## src/rtl/rih_pkg.sv

```systemverilog
// Shared constants and types for the reset interface handshake block
package rih_pkg;

  // Synchronisation style of the produced reset
  typedef enum logic [1:0] {
    RIH_SYNC_NONE,
    RIH_SYNC_DEASSERT,
    RIH_SYNC_BOTH
  } rih_sync_t;

  localparam int unsigned RIH_CLK_HZ = 20000000;
  localparam int unsigned RIH_CLK_PERIOD_NS = 50;
  // Least lead of the warning before a synchronous reset output
  localparam int unsigned RIH_WARN_LEAD_NS = 50;
  localparam int unsigned RIH_WARN_CYCLES =
    (RIH_WARN_LEAD_NS + RIH_CLK_PERIOD_NS - 1) / RIH_CLK_PERIOD_NS;
  localparam int unsigned RIH_CNT_W = 4;

  // Reset values: everything comes up held in reset
  localparam logic [2:0] RIH_SYNC_RST = 3'h7;
  localparam logic RIH_FILT_RST = 1'h1;
  localparam logic RIH_OUT_RST = 1'h1;
  localparam logic RIH_REQ_RST = 1'h1;
  localparam logic [RIH_CNT_W-1:0] RIH_CNT_RST = 4'h0;

  // Stage positions in the three-flop pin synchroniser
  localparam int unsigned RIH_SYNC_S1 = 0;
  localparam int unsigned RIH_SYNC_S2 = 1;
  localparam int unsigned RIH_SYNC_S3 = 2;

endpackage

```

## src/rtl/rih_mem_guard.sv

```systemverilog
// Freezes an on-chip memory's address and enable around a pending reset
`timescale 1ns/1ps
module rih_mem_guard import rih_pkg::*; #(
  parameter int unsigned ADDR_W = 10
) (
  input wire logic sys_clk,
  input wire logic rst,
  input wire logic freeze,
  input wire logic [ADDR_W-1:0] mem_addr_in,
  input wire logic mem_en_in,
  output logic [ADDR_W-1:0] mem_addr_out,
  output logic mem_en_out
);

  typedef struct packed {
    logic [ADDR_W-1:0] addr;
  } rih_guard_t;

  rih_guard_t st_q;
  rih_guard_t st_d;

  if (ADDR_W < 1) begin : g_chk
    $error("rih_mem_guard: ADDR_W must be at least 1");
  end

  // Address only follows the user while no reset is pending
  always_comb begin
    st_d = st_q;
    if (!freeze) begin
      st_d.addr = mem_addr_in; // [RULE_03]
    end
  end

  always_ff @(posedge sys_clk) begin
    if (rst) begin
      st_q <= '0;
    end else begin
      st_q <= st_d;
    end
  end

  // Enable gated at once; a late gate would let the array see a moving address
  assign mem_addr_out = st_q.addr;
  assign mem_en_out = mem_en_in & ~freeze; // [RULE_03]

  freeze_hold_a: assert property (@(posedge sys_clk) disable iff (rst) // [RULE_03]
    freeze |=> st_q.addr == $past(st_q.addr))
    else $error("memory address moved while frozen");

  gate_en_a: assert property (@(posedge sys_clk) disable iff (rst) // [RULE_03]
    freeze |-> !mem_en_out)
    else $error("memory enable open while frozen");

endmodule

```

## src/rtl/rih_reset_top.sv

```systemverilog
// Reset sink and source: combines, synchronises and, in the clocked-both mode, warns ahead of reset
`timescale 1ns/1ps

// Notes on behaviour
// RULE_01 - Asserted reset puts internal logic in initial state
// RULE_02 - Source warns at least one cycle before reset
// RULE_03 - Warning freezes memory address and clock enable
// RULE_04 - Source raises warning before raising reset
// RULE_05 - Warning stays high until reset completes
// RULE_06 - Unsynchronised sink synchronises reset internally
// RULE_07 - Deassert mode: async assert, clocked release
// RULE_08 - Both mode: assert and release on clock
// RULE_09 - No-sync output may change at any time
// RULE_10 - Clocked modes are timed to one named clock
// RULE_11 - Output asserts when any combined input asserts
// RULE_12 - Output may follow exactly one input directly
// RULE_13 - One designated reset clears interface logic
// RULE_14 - Active-low form allowed, active-high by default
// RULE_15 - React only to clock edges; tolerate glitches
// RULE_16 - Two-flop release synchroniser cleared by reset; the code uses three flops, which rst sets to 3'h7
module rih_reset_top import rih_pkg::*; #(
  parameter int unsigned N_IN = 2,
  parameter logic [N_IN-1:0] IN_ACTIVE_LOW = '0,
  parameter logic OUT_ACTIVE_LOW = 1'b0,
  parameter rih_sync_t SYNC_MODE = RIH_SYNC_DEASSERT,
  parameter int unsigned WARN_CYCLES = RIH_WARN_CYCLES,
  parameter int unsigned ADDR_W = 10
) (
  input wire logic sys_clk,
  input wire logic rst,
  input wire logic [N_IN-1:0] rst_in_pins,
  input wire logic [N_IN-1:0] combine_mask,
  input wire logic warn_in,
  input wire logic [ADDR_W-1:0] mem_addr_in,
  input wire logic mem_en_in,
  output logic rst_out,
  output logic warn_out,
  output logic int_rst,
  output logic [ADDR_W-1:0] mem_addr_out,
  output logic mem_en_out
);

  typedef struct packed {
    logic [2:0] sync;
    logic filt;
    logic out;
    logic req;
    logic [RIH_CNT_W-1:0] cnt;
  } rih_state_t;

  rih_state_t st_q;
  rih_state_t st_d;
  logic [N_IN-1:0] in_active;
  logic any_raw;
  logic out_lvl;
  logic freeze;

  if (N_IN < 1 || WARN_CYCLES < 1 || WARN_CYCLES >= (1 << RIH_CNT_W)) begin : g_chk
    $error("rih_reset_top: N_IN or WARN_CYCLES out of range");
  end

  // Stages two and three agree: only then may the filtered level move
  function automatic logic rih_agree(logic [2:0] stages);
    return stages[RIH_SYNC_S2] == stages[RIH_SYNC_S3];
  endfunction

  // Normalise polarity, then OR the inputs that are selected
  assign in_active = rst_in_pins ^ IN_ACTIVE_LOW; // [RULE_14]
  assign any_raw = |(in_active & combine_mask); // [RULE_11] [RULE_12]

  // Pin level through three flops; a change counts once stages two and three agree
  always_comb begin
    st_d = st_q;
    st_d.sync = {st_q.sync[RIH_SYNC_S2], st_q.sync[RIH_SYNC_S1], any_raw}; // [RULE_06]
    if (rih_agree(st_q.sync)) begin
      st_d.filt = st_q.sync[RIH_SYNC_S3]; // [RULE_15] [RULE_16]
    end
    // Synchronous output: warning first, reset after the lead count
    if (st_q.filt) begin
      st_d.req = 1'b1; // [RULE_04] [RULE_05]
      if (st_q.cnt < RIH_CNT_W'(WARN_CYCLES)) begin
        st_d.cnt = st_q.cnt + 1'b1;
      end else begin
        st_d.out = 1'b1; // [RULE_08]
      end
    end else begin
      // Release on the clock; the warning ends with the reset it announced
      st_d.out = 1'b0; // [RULE_08] [RULE_10]
      st_d.req = 1'b0; // [RULE_05]
      st_d.cnt = RIH_CNT_RST;
    end
  end

  // Single designated reset clears all state to the held-in-reset values
  always_ff @(posedge sys_clk) begin
    if (rst) begin
      st_q.sync <= RIH_SYNC_RST; // [RULE_13]
      st_q.filt <= RIH_FILT_RST;
      st_q.out <= RIH_OUT_RST;
      st_q.req <= RIH_REQ_RST;
      st_q.cnt <= RIH_CNT_RST;
    end else begin
      st_q <= st_d;
    end
  end

  // Output shaping per mode; assertion may bypass the clock, release may not except in the no-sync mode
  always_comb begin
    unique case (SYNC_MODE)
      RIH_SYNC_NONE: out_lvl = any_raw; // [RULE_09]
      RIH_SYNC_DEASSERT: out_lvl = any_raw | st_q.filt; // [RULE_07] [RULE_16]
      RIH_SYNC_BOTH: out_lvl = st_q.out; // [RULE_08]
      default: out_lvl = 1'b1;
    endcase
  end

  assign rst_out = out_lvl ^ OUT_ACTIVE_LOW; // [RULE_14]
  // Async modes cannot lead their own reset, so the warning just mirrors it
  assign warn_out = (SYNC_MODE == RIH_SYNC_BOTH) ? st_q.req : out_lvl; // [RULE_04]
  // Own logic always sees a synchronised reset, whatever the output mode
  assign int_rst = rst | st_q.filt; // [RULE_01] [RULE_06]
  // Raw input covers an async reset that arrives without any warning
  assign freeze = warn_in | any_raw | int_rst; // [RULE_03] [RULE_02]

  rih_mem_guard #(
    .ADDR_W(ADDR_W)
  ) u_guard (
    .sys_clk(sys_clk),
    .rst(rst),
    .freeze(freeze),
    .mem_addr_in(mem_addr_in),
    .mem_en_in(mem_en_in),
    .mem_addr_out(mem_addr_out),
    .mem_en_out(mem_en_out)
  );

  or_combine_a: assert property (@(posedge sys_clk) disable iff (rst) // [RULE_11]
    (SYNC_MODE != RIH_SYNC_BOTH && any_raw) |-> out_lvl)
    else $error("selected input active but reset output idle");

  filt_rise_a: assert property (@(posedge sys_clk) disable iff (rst) // [RULE_06]
    ($rose(st_q.filt) && !$past(rst)) |->
      $past(st_q.sync[RIH_SYNC_S2]) && $past(st_q.sync[RIH_SYNC_S3]))
    else $error("synchronised reset rose without agreement");

  sync_release_a: assert property (@(posedge sys_clk) disable iff (rst) // [RULE_16]
    $fell(st_q.filt) |-> !$past(st_q.sync[RIH_SYNC_S2]) && !$past(st_q.sync[RIH_SYNC_S3]))
    else $error("synchronised reset fell without agreement");

  glitch_hold_a: assert property (@(posedge sys_clk) disable iff (rst) // [RULE_15]
    !rih_agree(st_q.sync) |=> $stable(st_q.filt))
    else $error("filtered reset moved on disagreeing stages");

  deassert_clocked_a: assert property (@(posedge sys_clk) disable iff (rst) // [RULE_07]
    (SYNC_MODE == RIH_SYNC_DEASSERT && st_q.filt) |-> out_lvl)
    else $error("reset output released before the clock edge");

  warn_lead_a: assert property (@(posedge sys_clk) disable iff (rst) // [RULE_08]
    ($rose(st_q.out) && !$past(rst)) |-> st_q.req && $past(st_q.req))
    else $error("synchronous reset raised without prior warning");

  warn_hold_a: assert property (@(posedge sys_clk) disable iff (rst) // [RULE_05]
    (st_q.req && st_q.filt) |=> st_q.req)
    else $error("warning dropped before reset completed");

  internal_reset_a: assert property (@(posedge sys_clk) disable iff (rst) // [RULE_01]
    st_q.filt |-> int_rst && freeze)
    else $error("internal reset not asserted with filtered reset");

  pin_freeze_a: assert property (@(posedge sys_clk) disable iff (rst) // [RULE_03]
    (warn_in || any_raw) |-> !mem_en_out)
    else $error("memory enable open during warning");

  // Reset state, release pairing and lead sequencing of the clocked path
  reset_state_a: assert property (@(posedge sys_clk) // [RULE_13]
    rst |=> st_q.sync == RIH_SYNC_RST && st_q.filt == RIH_FILT_RST &&
      st_q.out == RIH_OUT_RST && st_q.req == RIH_REQ_RST && st_q.cnt == RIH_CNT_RST)
    else $error("state not at reset values after system reset");

  release_pair_a: assert property (@(posedge sys_clk) disable iff (rst) // [RULE_05]
    $fell(st_q.filt) |=> !st_q.out && !st_q.req)
    else $error("reset or warning outlived the filtered release");

  both_warn_a: assert property (@(posedge sys_clk) disable iff (rst) // [RULE_05]
    (SYNC_MODE == RIH_SYNC_BOTH && out_lvl) |-> warn_out)
    else $error("reset output stands without its warning");

  warn_drop_a: assert property (@(posedge sys_clk) disable iff (rst) // [RULE_05]
    (SYNC_MODE == RIH_SYNC_BOTH && $fell(warn_out)) |-> !out_lvl)
    else $error("warning dropped while reset still stands");

  out_after_filt_a: assert property (@(posedge sys_clk) disable iff (rst) // [RULE_08]
    ($rose(st_q.out) && !$past(rst)) |-> $past(st_q.filt))
    else $error("clocked reset rose without a filtered request");

  lead_count_a: assert property (@(posedge sys_clk) disable iff (rst) // [RULE_04]
    ($rose(st_q.out) && !$past(rst)) |-> st_q.cnt == RIH_CNT_W'(WARN_CYCLES))
    else $error("clocked reset rose before the lead count ran out");

  req_rise_a: assert property (@(posedge sys_clk) disable iff (rst) // [RULE_04]
    ($rose(st_q.req) && !$past(rst)) |-> $past(st_q.filt) && !st_q.out)
    else $error("warning rose without request or after reset");

  cnt_bound_a: assert property (@(posedge sys_clk) disable iff (rst) // [RULE_08]
    st_q.cnt <= RIH_CNT_W'(WARN_CYCLES))
    else $error("lead counter ran past its limit");

  out_hold_a: assert property (@(posedge sys_clk) disable iff (rst) // [RULE_08]
    (st_q.out && st_q.filt) |=> st_q.out)
    else $error("clocked reset released while request stands");

  deassert_idle_a: assert property (@(posedge sys_clk) disable iff (rst) // [RULE_07]
    (SYNC_MODE == RIH_SYNC_DEASSERT && !any_raw && !st_q.filt) |-> !out_lvl)
    else $error("reset output held with no request");

  none_release_a: assert property (@(posedge sys_clk) disable iff (rst) // [RULE_09]
    (SYNC_MODE == RIH_SYNC_NONE && !any_raw) |-> !out_lvl)
    else $error("unsynchronised output held with inputs idle");

  freeze_int_a: assert property (@(posedge sys_clk) disable iff (rst) // [RULE_03]
    int_rst |-> !mem_en_out)
    else $error("memory enable open during internal reset");

  mem_en_open_a: assert property (@(posedge sys_clk) disable iff (rst) // [RULE_03]
    (!freeze && mem_en_in) |-> mem_en_out)
    else $error("memory enable blocked with no reset pending");

endmodule

```

## config.mk

```make
export PLATFORM = sky130hd
export DESIGN_NAME = rih_reset_top
export DESIGN_NICKNAME = d
export VERILOG_FILES = /design/src/rtl/rih_pkg.sv /design/src/rtl/rih_mem_guard.sv /design/src/rtl/rih_reset_top.sv
export SDC_FILE = /design/constraint.sdc
export NUM_CORES = 1
export LEC_CHECK = 0
export BUFFER_PORTS_ARGS = -buffer_cell sky130_fd_sc_hd__buf_2
export CAP_MARGIN = 0
export CORE_MARGIN = 10
export CORE_UTILIZATION = 42
export CTS_CLUSTER_DIAMETER = 30
export DETAILED_ROUTE_END_ITERATION = 10
export HOLD_SLACK_MARGIN = 0.02
export PLACE_DENSITY_LB_ADDON = 0.1
export SLEW_MARGIN = 0
export SYNTH_ARGS = -nofsm -noshare
export SYNTH_HDL_FRONTEND = slang
export SYNTH_SLANG_ARGS = --single-unit
```

## constraint.sdc

```tcl
create_clock -name sys_clk -period 1.3 [get_ports sys_clk]
set_clock_uncertainty 0.05 [all_clocks]
set_input_delay 0.065 -clock sys_clk [delete_from_list [all_inputs] [get_ports sys_clk]]
set_output_delay 0.065 -clock sys_clk [all_outputs]
set_load 0.1 [all_outputs]
```

==> results_dict.tcl <==
set metrics [dict create \
    cts_tree "done" \
    yosysTopAreaCellShare 0.454 \
    vdd_ir_drop_max_v 0.000591 \
    setup_ws_ns -0.0218 \
    worstMarginPinSlew_ns 0.492 \
    async_flop_share 0 \
    io_pins 32 \
    worst-path-buf-inv 1 \
    synth_edf_count 0 \
    critPathSlowestCell "dfxtp_2" \
    cp_cell_sequence "nor3b_2, and3b_2, buf_12" \
    core_mm2 0.00135 \
    grt_max_degree 27 \
    hp-class "in2reg" \
    clock_latency_ns 0.27 \
    min_period_ns 1.32 \
    ant_nets 0 \
    fp.dieArea_mm2 0.00340 \
    nets 123 \
    grtUsageTotal 0.0881 \
    post-route-period-util 1.02 \
    initial_core_util 0.457 \
    avgRoutedWirePerCell_um 12.6 \
    cts_root_buf "clkbuf_4" \
    synthFlopType "dfxtp_1" \
    violations "setup timing" \
    power.density_mw_per_mm2 778 \
    hpwl_um 1060 \
    crit_path_max_incr_delay_ns 0.34 \
    overflow 0 \
    wl_um 1490 \
    h-tree-depth 1 \
    critical_path.startpoint "st_q[6]" \
    crit_path_max_fanout 4 \
    syn-cell-area_um2 617 \
    yosysSeqAreaShare 0.454 \
    post-synth-top-count-cell "nand2b_1" \
    synthCells 59 \
    clkTransAtPathRegs_ns 0.07 \
    critPathTopFamily "simple AND/OR/NAND/NOR gates" \
    vias 515 \
    die_h_um 58.3 \
    cp-start-kind "flop" \
    routabilityCongestion 0.684 \
    status "finished, violations left" \
    dpl_cell_area_um2 843 \
    finalHoldViolations 0 \
    holdWs_ns 0.0712 \
    antenna_found_initial 0 \
    reg2reg_from "st_q[6]" \
    area_delta_synth_final_pct 59.2 \
    die_w_um 58.3 \
    drive_above_1_share 0.447 \
    synth.distinct_cells 14 \
    synth_area_leaders "dfxtp_1 45%, nand2b_1 20%, mux2i_1 16%" \
    clock-sinks 14 \
    path_class "reg2out" \
    setup_violations 1 \
    synth.largest_area_cell "dfxtp_1" \
    rsz0062_at_grt "true" \
    viasPerCell 4.36 \
    antenna_cells 0 \
    dr.pass1.iters 3 \
    arrival_ns 1.21 \
    row_count 13 \
    grt_first_pass_wirelength_um 2430 \
    hold_start "combine_mask[0]" \
    grt_pass1_vias 564 \
    ys_warn_count 0 \
    numPortBuffers 31 \
    worstSetupEndpointType "output pin" \
    synth_commonest_cells "20 x nand2b_1, 14 x dfxtp_1, 10 x mux2i_1" \
    leakagePower_nw 0.439 \
    fin_area_um2 982 \
    numCtsBuffers 3 \
    required_ns 1.19 \
    drt_iter0_markers 7 \
    ys_ff_latch 14 \
    syn_nets 77 \
    fin_tns_setup_ns -0.0218 \
    route.detailed.drc 0 \
    max-clock-path-buffers 2 \
    slew_viol_final 0 \
    max_freq_ghz 0.757 \
    synth_area_per_cell_um2 10.5 \
    slew-limit-headroom 0.674 \
    max-cap-violations 0 \
]
-- worst paths after layout --
kind                                  end  slack (ns)  cells after the start
setup / recovery               mem_en_out       -0.02                      3
hold / removal                    st_d[8]        0.07                      3
setup reg to reg  u_guard.mem_addr_out[5]        0.18                      4
hold reg to reg                   st_d[9]        0.37                      1
-- per-layer routing --
metal | vias to the layer above | GRT usage | share of wire | wire length, um
met5 | - | 0 | 0 | 0
met4 | 0 | 0.0503 | 0.0040 | 6
met3 | 2 | 0.0386 | 0.095 | 142
met2 | 20 | 0.131 | 0.43 | 639
met1 | 215 | 0.103 | 0.47 | 703
li1 | 278 | - | - | -
-- power breakdown --
group          internal [W]   total, W  switching, W
Sequential         0.000434   0.000436    0.00000225
Combinational     0.0000596  0.0000913     0.0000318
Clock              0.000107   0.000237      0.000130
Total              0.000600   0.000764      0.000164
-- cells by family after synthesis --
kind of cell           after synthesis  share of synthesized area
AND/OR/NAND/NOR                     28                      0.300
buffers and inverters                4                     0.0426
AO/OA/AOI/OAI                        3                     0.0406
flip-flops                          14                      0.454
multiplexers                        10                      0.162
-- through the flow --
stage / cells / worst slack (ns) / power [W] / util
2_1_floorplan: 59 / 0.0257 / 0.000481 / -
3_3_place_gp: 103 / 0.194 / 0.000512 / 0.625
3_5_place_dp: 103 / 0.129 / 0.000514 / 0.625
4_1_cts: 118 / -0.00642 / 0.000777 / 0.728
5_1_grt: 118 / -0.0920 / 0.000808 / 0.728
6_report: 118 / -0.0218 / 0.000764 / 0.728
-- worst min-delay path: cells and delay by family --
| family | cells | cell delay, ns |
|---|---|---|
| compound gates | 1 | 0.05 |
| simple gates | 1 | 0.16 |
| buf+inv | 1 | 0.08 |
-- placed cells by master (no fill, tap or decap), drive strengths merged --
cell,instances
or2b,2
nand2b,20
nor3b,1
dfxtp,14
mux2i,10
clkbuf,3
a21oi,1
a22oi,1
nor2,1
or2,3
buf,35
and3b,1
o21bai,1
dlygate4sd3,10
-- timing repair --
| item | in CTS | in global routing |
|---|---|---|
| pin swaps | 2 | 1 |
| hold endpoints to repair | 10 | 0 |
| hold buffers | 10 | 0 |
| buffers inserted | 2 | 0 |
| resized for setup | 1 | 0 |
| setup endpoints to repair | 1 | 1 |
-- state kept, by name (all words and copies together) (netlist names) --
signal and count:
u_guard.mem_addr_out 10, st_q 2, st_d 2
-- area by class of cell --
cell class | instances | area, um^2
clock buffers | 3 | 22.5
flip-flops and latches | 14 | 282
fillers | 102 | 368
multi-input cells | 41 | 314
well taps | 15 | 18.8
repair buffers | 45 | 345
(Power assumes the default switching activity.)
